[config.mk]
export PLATFORM = sky130hd
export DESIGN_NAME = mtc_main_timer
export DESIGN_NICKNAME = d
export VERILOG_FILES = /design/src/mtc_pkg.sv /design/src/mtc_capture_chan.sv /design/src/mtc_priority_enc.sv /design/src/mtc_main_timer.sv
export SDC_FILE = /design/constraint.sdc
export NUM_CORES = 1
export LEC_CHECK = 0
export BUFFER_PORTS_ARGS = -buffer_cell sky130_fd_sc_hd__clkbuf_2
export CAP_MARGIN = 20
export CORE_UTILIZATION = 45
export CTS_CLUSTER_SIZE = 12
export DETAILED_ROUTE_END_ITERATION = 8
export PLACE_DENSITY = 0.84
export REMOVE_ABC_BUFFERS = 1
export SLEW_MARGIN = 20
export SYNTH_ARGS = -nofsm -noshare
export SYNTH_HDL_FRONTEND = slang
export SYNTH_SLANG_ARGS = --single-unit
[constraint.sdc]
create_clock -name clock_i -period 3.5 [get_ports clock_i]
set_clock_uncertainty 0.2 [all_clocks]
set_input_delay 0.175 -clock clock_i [delete_from_list [all_inputs] [get_ports clock_i]]
set_output_delay 0.175 -clock clock_i [all_outputs]
set_load 0.005 [all_outputs]
[src/mtc_pkg.sv]
package mtc_pkg;

  // ==========================================================================
  // Widths and channel counts
  localparam int unsigned CNT_W = 16;
  localparam int unsigned NUM_CAP = 3;
  localparam int unsigned NUM_CMP = 5;
  localparam int unsigned PRE_SEL_W = 2;
  localparam int unsigned TICK_SEL_W = 2;

  // ==========================================================================
  // Interrupt source indices and count
  localparam int unsigned SRC_OVF = 0;
  localparam int unsigned SRC_TICK = 1;
  localparam int unsigned SRC_CAP0 = 2;
  localparam int unsigned SRC_CMP0 = SRC_CAP0 + NUM_CAP;
  localparam int unsigned NUM_SRC = SRC_CMP0 + NUM_CMP;
  localparam int unsigned SRC_IDX_W = 4;

  // ==========================================================================
  // Tap positions in the chain clocked directly by the system clock, beside the prescaler
  localparam int unsigned TICK_BASE_BIT = 13;
  localparam int unsigned WDOG_TAP_BIT = 16;
  localparam int unsigned CHAIN_W = 17;

  // ==========================================================================
  // Reset values
  localparam logic [CNT_W-1:0] CNT_RST = 16'h0000;
  localparam logic [CHAIN_W-1:0] CHAIN_RST = 17'h00000;

  // Capture edge selection codes.
  typedef enum logic [1:0]
  {
    MTC_EDGE_OFF,
    MTC_EDGE_RISE,
    MTC_EDGE_FALL,
    MTC_EDGE_BOTH
  } mtc_edge_t;

endpackage : mtc_pkg

[src/mtc_capture_chan.sv]
`timescale 1ns/1ps
module mtc_capture_chan
#(
  parameter int unsigned CNT_W = 16
)
(
  // Clock and reset
  input wire logic clock_i,
  input wire logic rst_i,
  // Pin and control
  input wire logic pin_i,
  input wire logic [1:0] edge_sel_i,
  input wire logic [CNT_W-1:0] count_i,
  // Results
  output logic [CNT_W-1:0] latch_o,
  output logic event_o
);

  // ==========================================================================
  // Synchroniser and edge detect
  logic meta_q;
  logic sync_q;
  logic last_q;
  logic [CNT_W-1:0] latch_q;
  logic [CNT_W-1:0] latch_d;
  logic hit;

  always_comb
  begin
    hit = 1'b0;
    unique case (mtc_pkg::mtc_edge_t'(edge_sel_i))
      mtc_pkg::MTC_EDGE_OFF: hit = 1'b0;
      mtc_pkg::MTC_EDGE_RISE: hit = sync_q & ~last_q;
      mtc_pkg::MTC_EDGE_FALL: hit = ~sync_q & last_q;
      mtc_pkg::MTC_EDGE_BOTH: hit = sync_q ^ last_q;
    endcase
    latch_d = hit ? count_i : latch_q;
  end

  // The first stage feeds only the second; edges are taken one stage later.
  always_ff @(posedge clock_i or posedge rst_i)
  begin
    if (rst_i)
    begin
      meta_q <= 1'b0;
      sync_q <= 1'b0;
      last_q <= 1'b0;
      latch_q <= '0;
    end
    else
    begin
      meta_q <= pin_i;
      sync_q <= meta_q;
      last_q <= sync_q;
      latch_q <= latch_d;
    end
  end

  assign latch_o = latch_q;
  assign event_o = hit;

endmodule : mtc_capture_chan

[src/mtc_priority_enc.sv]
`timescale 1ns/1ps
module mtc_priority_enc
#(
  parameter int unsigned NUM_SRC = 10,
  parameter int unsigned IDX_W = 4
)
(
  // Requests
  input wire logic [NUM_SRC-1:0] req_i,
  input wire logic [IDX_W-1:0] top_sel_i,
  input wire logic mask_i,
  // Winner
  output logic valid_o,
  output logic [IDX_W-1:0] vector_o
);

  // ==========================================================================
  // Default order: lowest index wins, unless the promoted source requests.
  always_comb
  begin
    valid_o = 1'b0;
    vector_o = '0;
    if (!mask_i)
    begin
      for (int i = NUM_SRC - 1; i >= 0; i--)
      begin
        if (req_i[i])
        begin
          valid_o = 1'b1;
          vector_o = IDX_W'(i);
        end
      end
      if ((32'(top_sel_i) < NUM_SRC) && req_i[top_sel_i])
      begin
        valid_o = 1'b1;
        vector_o = top_sel_i;
      end
    end
  end

endmodule : mtc_priority_enc

[src/mtc_main_timer.sv]
`timescale 1ns/1ps
// Summary of operation
// A 16-bit counter runs freely from the clock behind a four-stage prescaler chosen by software.
// An overflow event is raised each time the counter wraps from all ones to zero.
// Each of three capture channels copies the counter into its latch on its selected pin edge.
// Five compare channels drive output pins and flag matches for software delays.
// A periodic tick is taken from the counter chain at one of four software-selected rates.
// The watchdog clock is a tap of the chain at the system clock divided by two to the 17th.
// Every timer event sets its status flag whether or not its interrupt is enabled.
// Timer requests are maskable and are recognised only while the global mask bit is clear.
// Sources follow a reset default order and software may promote one to the top.
// Asynchronous inputs such as the capture pins pass through synchronisers on one clock.
// Overflow, tick and every capture and compare channel have their own enable and vector.
// Control bits select which edge or edges of each capture input trigger a capture.
// The main counter is readable and has no write path at all.
// A compare channel matches on the prescaler step while its register equals the counter, and flags one clock later.
module mtc_main_timer
#(
  parameter int unsigned CNT_W = mtc_pkg::CNT_W,
  parameter int unsigned NUM_CAP = mtc_pkg::NUM_CAP,
  parameter int unsigned NUM_CMP = mtc_pkg::NUM_CMP
)
(
  // Clock and reset
  input wire logic clock_i,
  input wire logic rst_i,
  // Prescaler and tick configuration
  input wire logic [mtc_pkg::PRE_SEL_W-1:0] prescale_sel_i,
  input wire logic [mtc_pkg::TICK_SEL_W-1:0] tick_rate_sel_i,
  // Capture pins and edge selection
  input wire logic [NUM_CAP-1:0] capture_pin_i,
  input wire logic [2*NUM_CAP-1:0] capture_edge_sel_i,
  // Compare values and output actions
  input wire logic [NUM_CMP*CNT_W-1:0] compare_value_i,
  input wire logic [NUM_CMP-1:0] compare_pin_en_i,
  input wire logic [NUM_CMP-1:0] compare_pin_level_i,
  // Interrupt enables, flag clear, priority and global mask
  input wire logic [mtc_pkg::NUM_SRC-1:0] irq_enable_i,
  input wire logic [mtc_pkg::NUM_SRC-1:0] flag_clear_i,
  input wire logic [mtc_pkg::SRC_IDX_W-1:0] top_priority_select_i,
  input wire logic condition_code_register_mask_i,
  // Counter and capture latches
  output logic [CNT_W-1:0] count_o,
  output logic [NUM_CAP*CNT_W-1:0] capture_latch_o,
  // Compare pins
  output logic [NUM_CMP-1:0] compare_pin_o,
  // Status, request and vector
  output logic [mtc_pkg::NUM_SRC-1:0] flags_o,
  output logic irq_o,
  output logic [mtc_pkg::SRC_IDX_W-1:0] irq_vector_o,
  // Chain taps
  output logic periodic_tick_interrupt_o,
  output logic watchdog_supervisor_clk_o
);

  localparam int unsigned NSRC = mtc_pkg::NUM_SRC;
  localparam int unsigned CW = mtc_pkg::CHAIN_W;

  // ==========================================================================
  // Prescaler
  logic [3:0] pre_q;
  logic [3:0] pre_d;
  logic pre_tick;

  // Divide by 1, 4, 8 or 16 from the prescale select.
  function automatic logic pre_done(input logic [1:0] sel, input logic [3:0] p);
    logic r;
    r = 1'b0;
    unique case (sel)
      2'h0: r = 1'b1;
      2'h1: r = (p[1:0] == 2'h3);
      2'h2: r = (p[2:0] == 3'h7);
      2'h3: r = (p == 4'hf);
    endcase
    return r;
  endfunction : pre_done

  always_comb
  begin
    pre_tick = pre_done(prescale_sel_i, pre_q);
    pre_d = pre_tick ? 4'h0 : pre_q + 4'h1;
  end

  always_ff @(posedge clock_i or posedge rst_i)
  begin
    if (rst_i)
    begin
      pre_q <= 4'h0;
    end
    else
    begin
      pre_q <= pre_d;
    end
  end

  // ==========================================================================
  // Free-running counter and overflow
  logic [CNT_W-1:0] cnt_q;
  logic [CNT_W-1:0] cnt_d;
  logic ovf_evt;

  // There is no load path: software can only read the count.
  always_comb
  begin
    cnt_d = pre_tick ? cnt_q + 16'h0001 : cnt_q;
    ovf_evt = pre_tick && (cnt_q == 16'hffff);
  end

  always_ff @(posedge clock_i or posedge rst_i)
  begin
    if (rst_i)
    begin
      cnt_q <= mtc_pkg::CNT_RST;
    end
    else
    begin
      cnt_q <= cnt_d;
    end
  end

  // ==========================================================================
  // Counter chain
  logic [CW-1:0] chain_q;
  logic [CW-1:0] chain_d;

  // The chain counts raw clocks so the tick and watchdog rates ignore the prescale.
  always_comb
  begin
    chain_d = chain_q + 17'h00001;
  end

  always_ff @(posedge clock_i or posedge rst_i)
  begin
    if (rst_i)
    begin
      chain_q <= mtc_pkg::CHAIN_RST;
    end
    else
    begin
      chain_q <= chain_d;
    end
  end

  // ==========================================================================
  // Periodic tick
  logic [3:0] tap_last_q;
  logic [3:0] tap_last_d;
  logic [3:0] taps;
  logic tick_evt;

  always_comb
  begin
    taps = chain_q[mtc_pkg::TICK_BASE_BIT +: 4];
    tap_last_d = taps;
    // A falling tap bit marks one full period of that rate.
    tick_evt = tap_last_q[tick_rate_sel_i] & ~taps[tick_rate_sel_i];
  end

  always_ff @(posedge clock_i or posedge rst_i)
  begin
    if (rst_i)
    begin
      tap_last_q <= 4'h0;
    end
    else
    begin
      tap_last_q <= tap_last_d;
    end
  end

  // ==========================================================================
  // Watchdog tap
  logic wdog_last_q;
  logic wdog_last_d;
  logic wdog_q;
  logic wdog_d;

  // Only the rising edge of the tap bit pulses, so there is one pulse per full period.
  always_comb
  begin
    wdog_last_d = chain_q[mtc_pkg::WDOG_TAP_BIT];
    wdog_d = chain_q[mtc_pkg::WDOG_TAP_BIT] & ~wdog_last_q;
  end

  always_ff @(posedge clock_i or posedge rst_i)
  begin
    if (rst_i)
    begin
      wdog_last_q <= 1'b0;
      wdog_q <= 1'b0;
    end
    else
    begin
      wdog_last_q <= wdog_last_d;
      wdog_q <= wdog_d;
    end
  end

  // ==========================================================================
  // Capture channels
  logic [NUM_CAP-1:0] cap_evt;

  generate
    for (genvar c = 0; c < NUM_CAP; c++)
    begin : g_cap
      mtc_capture_chan #(.CNT_W(CNT_W)) u_cap
      (
        .clock_i(clock_i),
        .rst_i(rst_i),
        .pin_i(capture_pin_i[c]),
        .edge_sel_i(capture_edge_sel_i[2*c +: 2]),
        .count_i(cnt_q),
        .latch_o(capture_latch_o[c*CNT_W +: CNT_W]),
        .event_o(cap_evt[c])
      );
    end
  endgenerate

  // ==========================================================================
  // Compare channels
  logic [NUM_CMP-1:0] cmp_evt;
  logic [NUM_CMP-1:0] cmp_pin_q;
  logic [NUM_CMP-1:0] cmp_pin_d;

  // A match is reported once per counter value, on the prescaler step.
  generate
    for (genvar k = 0; k < NUM_CMP; k++)
    begin : g_cmp
      assign cmp_evt[k] = pre_tick && (cnt_q == compare_value_i[k*CNT_W +: CNT_W]);
    end
  endgenerate

  // A channel without its pin enable keeps its pin, so it can serve as a plain delay.
  always_comb
  begin
    for (int j = 0; j < NUM_CMP; j++)
    begin
      if (cmp_evt[j] && compare_pin_en_i[j])
      begin
        cmp_pin_d[j] = compare_pin_level_i[j];
      end
      else
      begin
        cmp_pin_d[j] = cmp_pin_q[j];
      end
    end
  end

  always_ff @(posedge clock_i or posedge rst_i)
  begin
    if (rst_i)
    begin
      cmp_pin_q <= '0;
    end
    else
    begin
      cmp_pin_q <= cmp_pin_d;
    end
  end

  // ==========================================================================
  // Status flags
  logic [NSRC-1:0] flag_q;
  logic [NSRC-1:0] flag_d;
  logic [NSRC-1:0] evt;

  always_comb
  begin
    evt = {cmp_evt, cap_evt, tick_evt, ovf_evt};
    // A clear is a level, so a bit stays clear while its clear is held, except in the cycle after its event.
    // Set wins over a clear in the same cycle so no event is lost.
    flag_d = (flag_q & ~flag_clear_i) | evt;
  end

  always_ff @(posedge clock_i or posedge rst_i)
  begin
    if (rst_i)
    begin
      flag_q <= '0;
    end
    else
    begin
      flag_q <= flag_d;
    end
  end

  // ==========================================================================
  // Interrupt request selection
  logic [NSRC-1:0] irq_req;

  // Disabled sources keep their flags but never reach the request logic.
  always_comb
  begin
    irq_req = flag_q & irq_enable_i;
  end

  mtc_priority_enc #(.NUM_SRC(NSRC), .IDX_W(mtc_pkg::SRC_IDX_W)) u_prio
  (
    .req_i(irq_req),
    .top_sel_i(top_priority_select_i),
    .mask_i(condition_code_register_mask_i),
    .valid_o(irq_o),
    .vector_o(irq_vector_o)
  );

  assign count_o = cnt_q;
  assign compare_pin_o = cmp_pin_q;
  assign flags_o = flag_q;
  assign periodic_tick_interrupt_o = tick_evt;
  assign watchdog_supervisor_clk_o = wdog_q;

endmodule : mtc_main_timer

==> results_dict.tcl <==
set metrics [dict create \
    path_buf_inv 1 \
    status "complete, no violations" \
    cts_root_buf "clkbuf_16" \
    netlist_instances 510 \
    post-place-ws_ps 1010 \
    cts_sinks 114 \
    ir_drop_uv 454 \
    finalSetupViolCount 0 \
    r2r_end "compare_pin_o[1]$_DFFE_PP0P_" \
    stdcell_area_mm2 0.00789 \
    grt_max_degree 58 \
    htree_num_levels 4 \
    grt_pass1_vias 4797 \
    antenna_found_initial 0 \
    tns_ps 0 \
    row_count 40 \
    hold_end "pre_q[0]$_DFF_PP0_" \
    slowest_stage "dfrtp_1" \
    yosysWarnings 0 \
    crit_type "reg -> reg" \
    synth_mux_area_share_pct 10.8 \
    required_ps 3590 \
    diodes 0 \
    tightest_slew_ps 914 \
    r2r-start "count_o[5]$_DFFE_PP0N_" \
    max_freq_mhz 340 \
    place_inst 875 \
    cp-end-kind "flip-flop" \
    drt_iter0_markers 280 \
    reg2reg_setup_slack_ps 560 \
    start_kind "flip-flop" \
    fin_cells 936 \
    p_leak_nw 4.00 \
    cap_violations 0 \
    reg2regPathDepth 6 \
    synth.most_common_cell "dfrtp_1" \
    path_clk_slew_ps 60 \
    cts_buffer_depth 2 \
    netlist_top_cells_count "dfrtp_1 (114), xnor2_1 (61), mux2_2 (52), xor2_1 (50), nand2_1 (29)" \
    synth_simple_gate_area_share_pct 12.1 \
    io-pin-count 216 \
    yosysTopAreaCell "dfrtp_1" \
    powerDensity_mw_per_mm2 558 \
    seq_area_frac_synth_pct 49.9 \
    ys_ff_latch 114 \
    initial_core_util_pct 46.9 \
    gr-usage-all-layers_pct 27.0 \
    synth.avg_cell_area_um2 11.2 \
    drive_above_1_share_pct 40.6 \
    synth_cell_type_count 41 \
    place_area_mm2 0.00697 \
    critPathMaxStageDelay_ps 720 \
    synth_area_leaders "dfrtp_1 (50%), mux2_2 (10%), xnor2_1 (9.3%)" \
    port_buffers 215 \
    die_h_um 115 \
    synth-xor-area-share_pct 17.0 \
    numCtsBuffers 17 \
    critPathTopFamily "simple AND/OR/NAND/NOR gates" \
    syn_to_final_growth_pct 37.8 \
    hold_viol_final 0 \
    synth_edf_count 0 \
    gp_congestion 0.884 \
    viasPerCell 5.28 \
    hold_class "in -> reg" \
    clock_latency_ps 410 \
    finalCritPeriodShare_pct 84.0 \
    crit_chain "xor2_1 -> nor4_1 -> and3_1 -> nand3_1 -> mux2_2 -> dlygate4sd3_1" \
    synth_fa_ha_area_share_pct 2.19 \
    final_nets 895 \
    firstDrtPassIters 7 \
    overflow 0 \
    setup_slack_ps 559 \
    ant_nets 0 \
    hpwl_um 12300 \
    cts_tree "done" \
    drt_wl_total_um 17400 \
    synthArstFlopShare_pct 100 \
    synth_top_family_by_area "XOR/XNOR gates" \
    routedWlPerCell_um 18.6 \
    relSlewSlack_pct 39.1 \
    num_vias 4943 \
    coreArea_mm2 0.0122 \
    synth_top_area_share_pct 49.9 \
    post_cts_buffers 0 \
    synthFlopType "dfrtp_1" \
    holdWs_ps 28.6 \
    hold_path.startpoint "prescale_sel_i[0]" \
    fp.dieW_um 115 \
    drc_errors 0 \
    final_util_pct 64.6 \
    whs_path_depth 4 \
    period_minus_slack_ps 2940 \
    critPathLaunch "count_o[5]$_DFFE_PP0N_" \
    grt_first_pass_wirelength_um 26100 \
    crit_fanout 13 \
    synthesis.area_mm2 0.00572 \
    dieArea_mm2 0.0132 \
    p_total_mw 4.40 \
    critPathArrivalTime_ps 3030 \
    slew_viol_final 0 \
    synth_compound_area_share_pct 4.79 \
    rsz0062_at_grt "false" \
]
-- kinds of logic after synthesis --
group,Yosys count
simple gates,133
flops,114
xor+xnor,111
mux,55
buf+inv,48
compound gates,39
fa+ha+maj,10
-- worst min-delay path, delay by kind of cell --
kind | cells | cell delay [ps]
AOI/OAI and AO/OA | 1 | 50
buffers and inverters | 2 | 280
and+or+nand+nor | 1 | 90
-- area by class of cell --
cell class,instances,area [um2]
clock buffer,17,425
fill,987,4330
tap,168,210
timing repair buffer,249,1400
inverter,25,96.3
clock inverter,15,196
sequential,114,2850
multi-input combinational,348,2700
-- state kept, by name, indices dropped and copies added, names as in the netlist --
signal and count:
g_cap.u_cap.last_q 3, chain_q 17, g_cap.u_cap.latch_o 48, compare_pin_o 5, g_cap.u_cap.meta_q 3, watchdog_supervisor_clk_o 1, tap_last_q 4, pre_q 4
count_o 16, flags_o 10, g_cap.u_cap.sync_q 3
-- power breakdown --
part / internal, mW / switching [mW] / leakage, nW
combinational: 0.454 / 0.369 / 2.23
clock: 1.14 / 0.673 / 0.302
sequential: 1.49 / 0.276 / 1.47
-- layout by cell type, fill, tap and decap left out, drive strengths merged, types with 20 or more instances in the layout --
| master | n |
|---|---|
| clkbuf | 232 |
| dfrtp | 114 |
| dlygate4sd3 | 29 |
| inv | 32 |
| mux2 | 52 |
| nand2 | 29 |
| nand3 | 20 |
| nand4 | 21 |
| nor2 | 21 |
| xnor2 | 61 |
| xor2 | 50 |
-- per-layer routing --
layer	track usage [%]	up-vias	routed length (um)
li1	-	2250	-
met1	33.5	2390	6930
met2	44.3	269	8610
met3	7.06	34	1440
met4	12.6	0	412
met5	0	-	0
-- how the worst max path moves through the flow --
stage	to	slack, ps	depth (start not counted)
2_1_floorplan	chain_q[0]$_DFF_PP0_	110	1
5_1_grt	irq_vector_o[1]	440	6
3_3_place_gp	count_o[15]$_DFFE_PP0N_	1100	5
3_5_place_dp	count_o[15]$_DFFE_PP0N_	1010	5
6_report	compare_pin_o[1]$_DFFE_PP0P_	560	6
4_1_cts	compare_pin_o[1]$_DFFE_PP0P_	650	6
-- timing repair --
| item | 4_1_cts | 5_1_grt |
|---|---|---|
| gates resized for setup | 0 | 0 |
| endpoints found under the setup margin | 0 | 0 |
| hold buffers | 29 | 0 |
| endpoints found under the hold margin | 73 | 0 |
No activity file was read; power rests on OpenSTA's default activity.
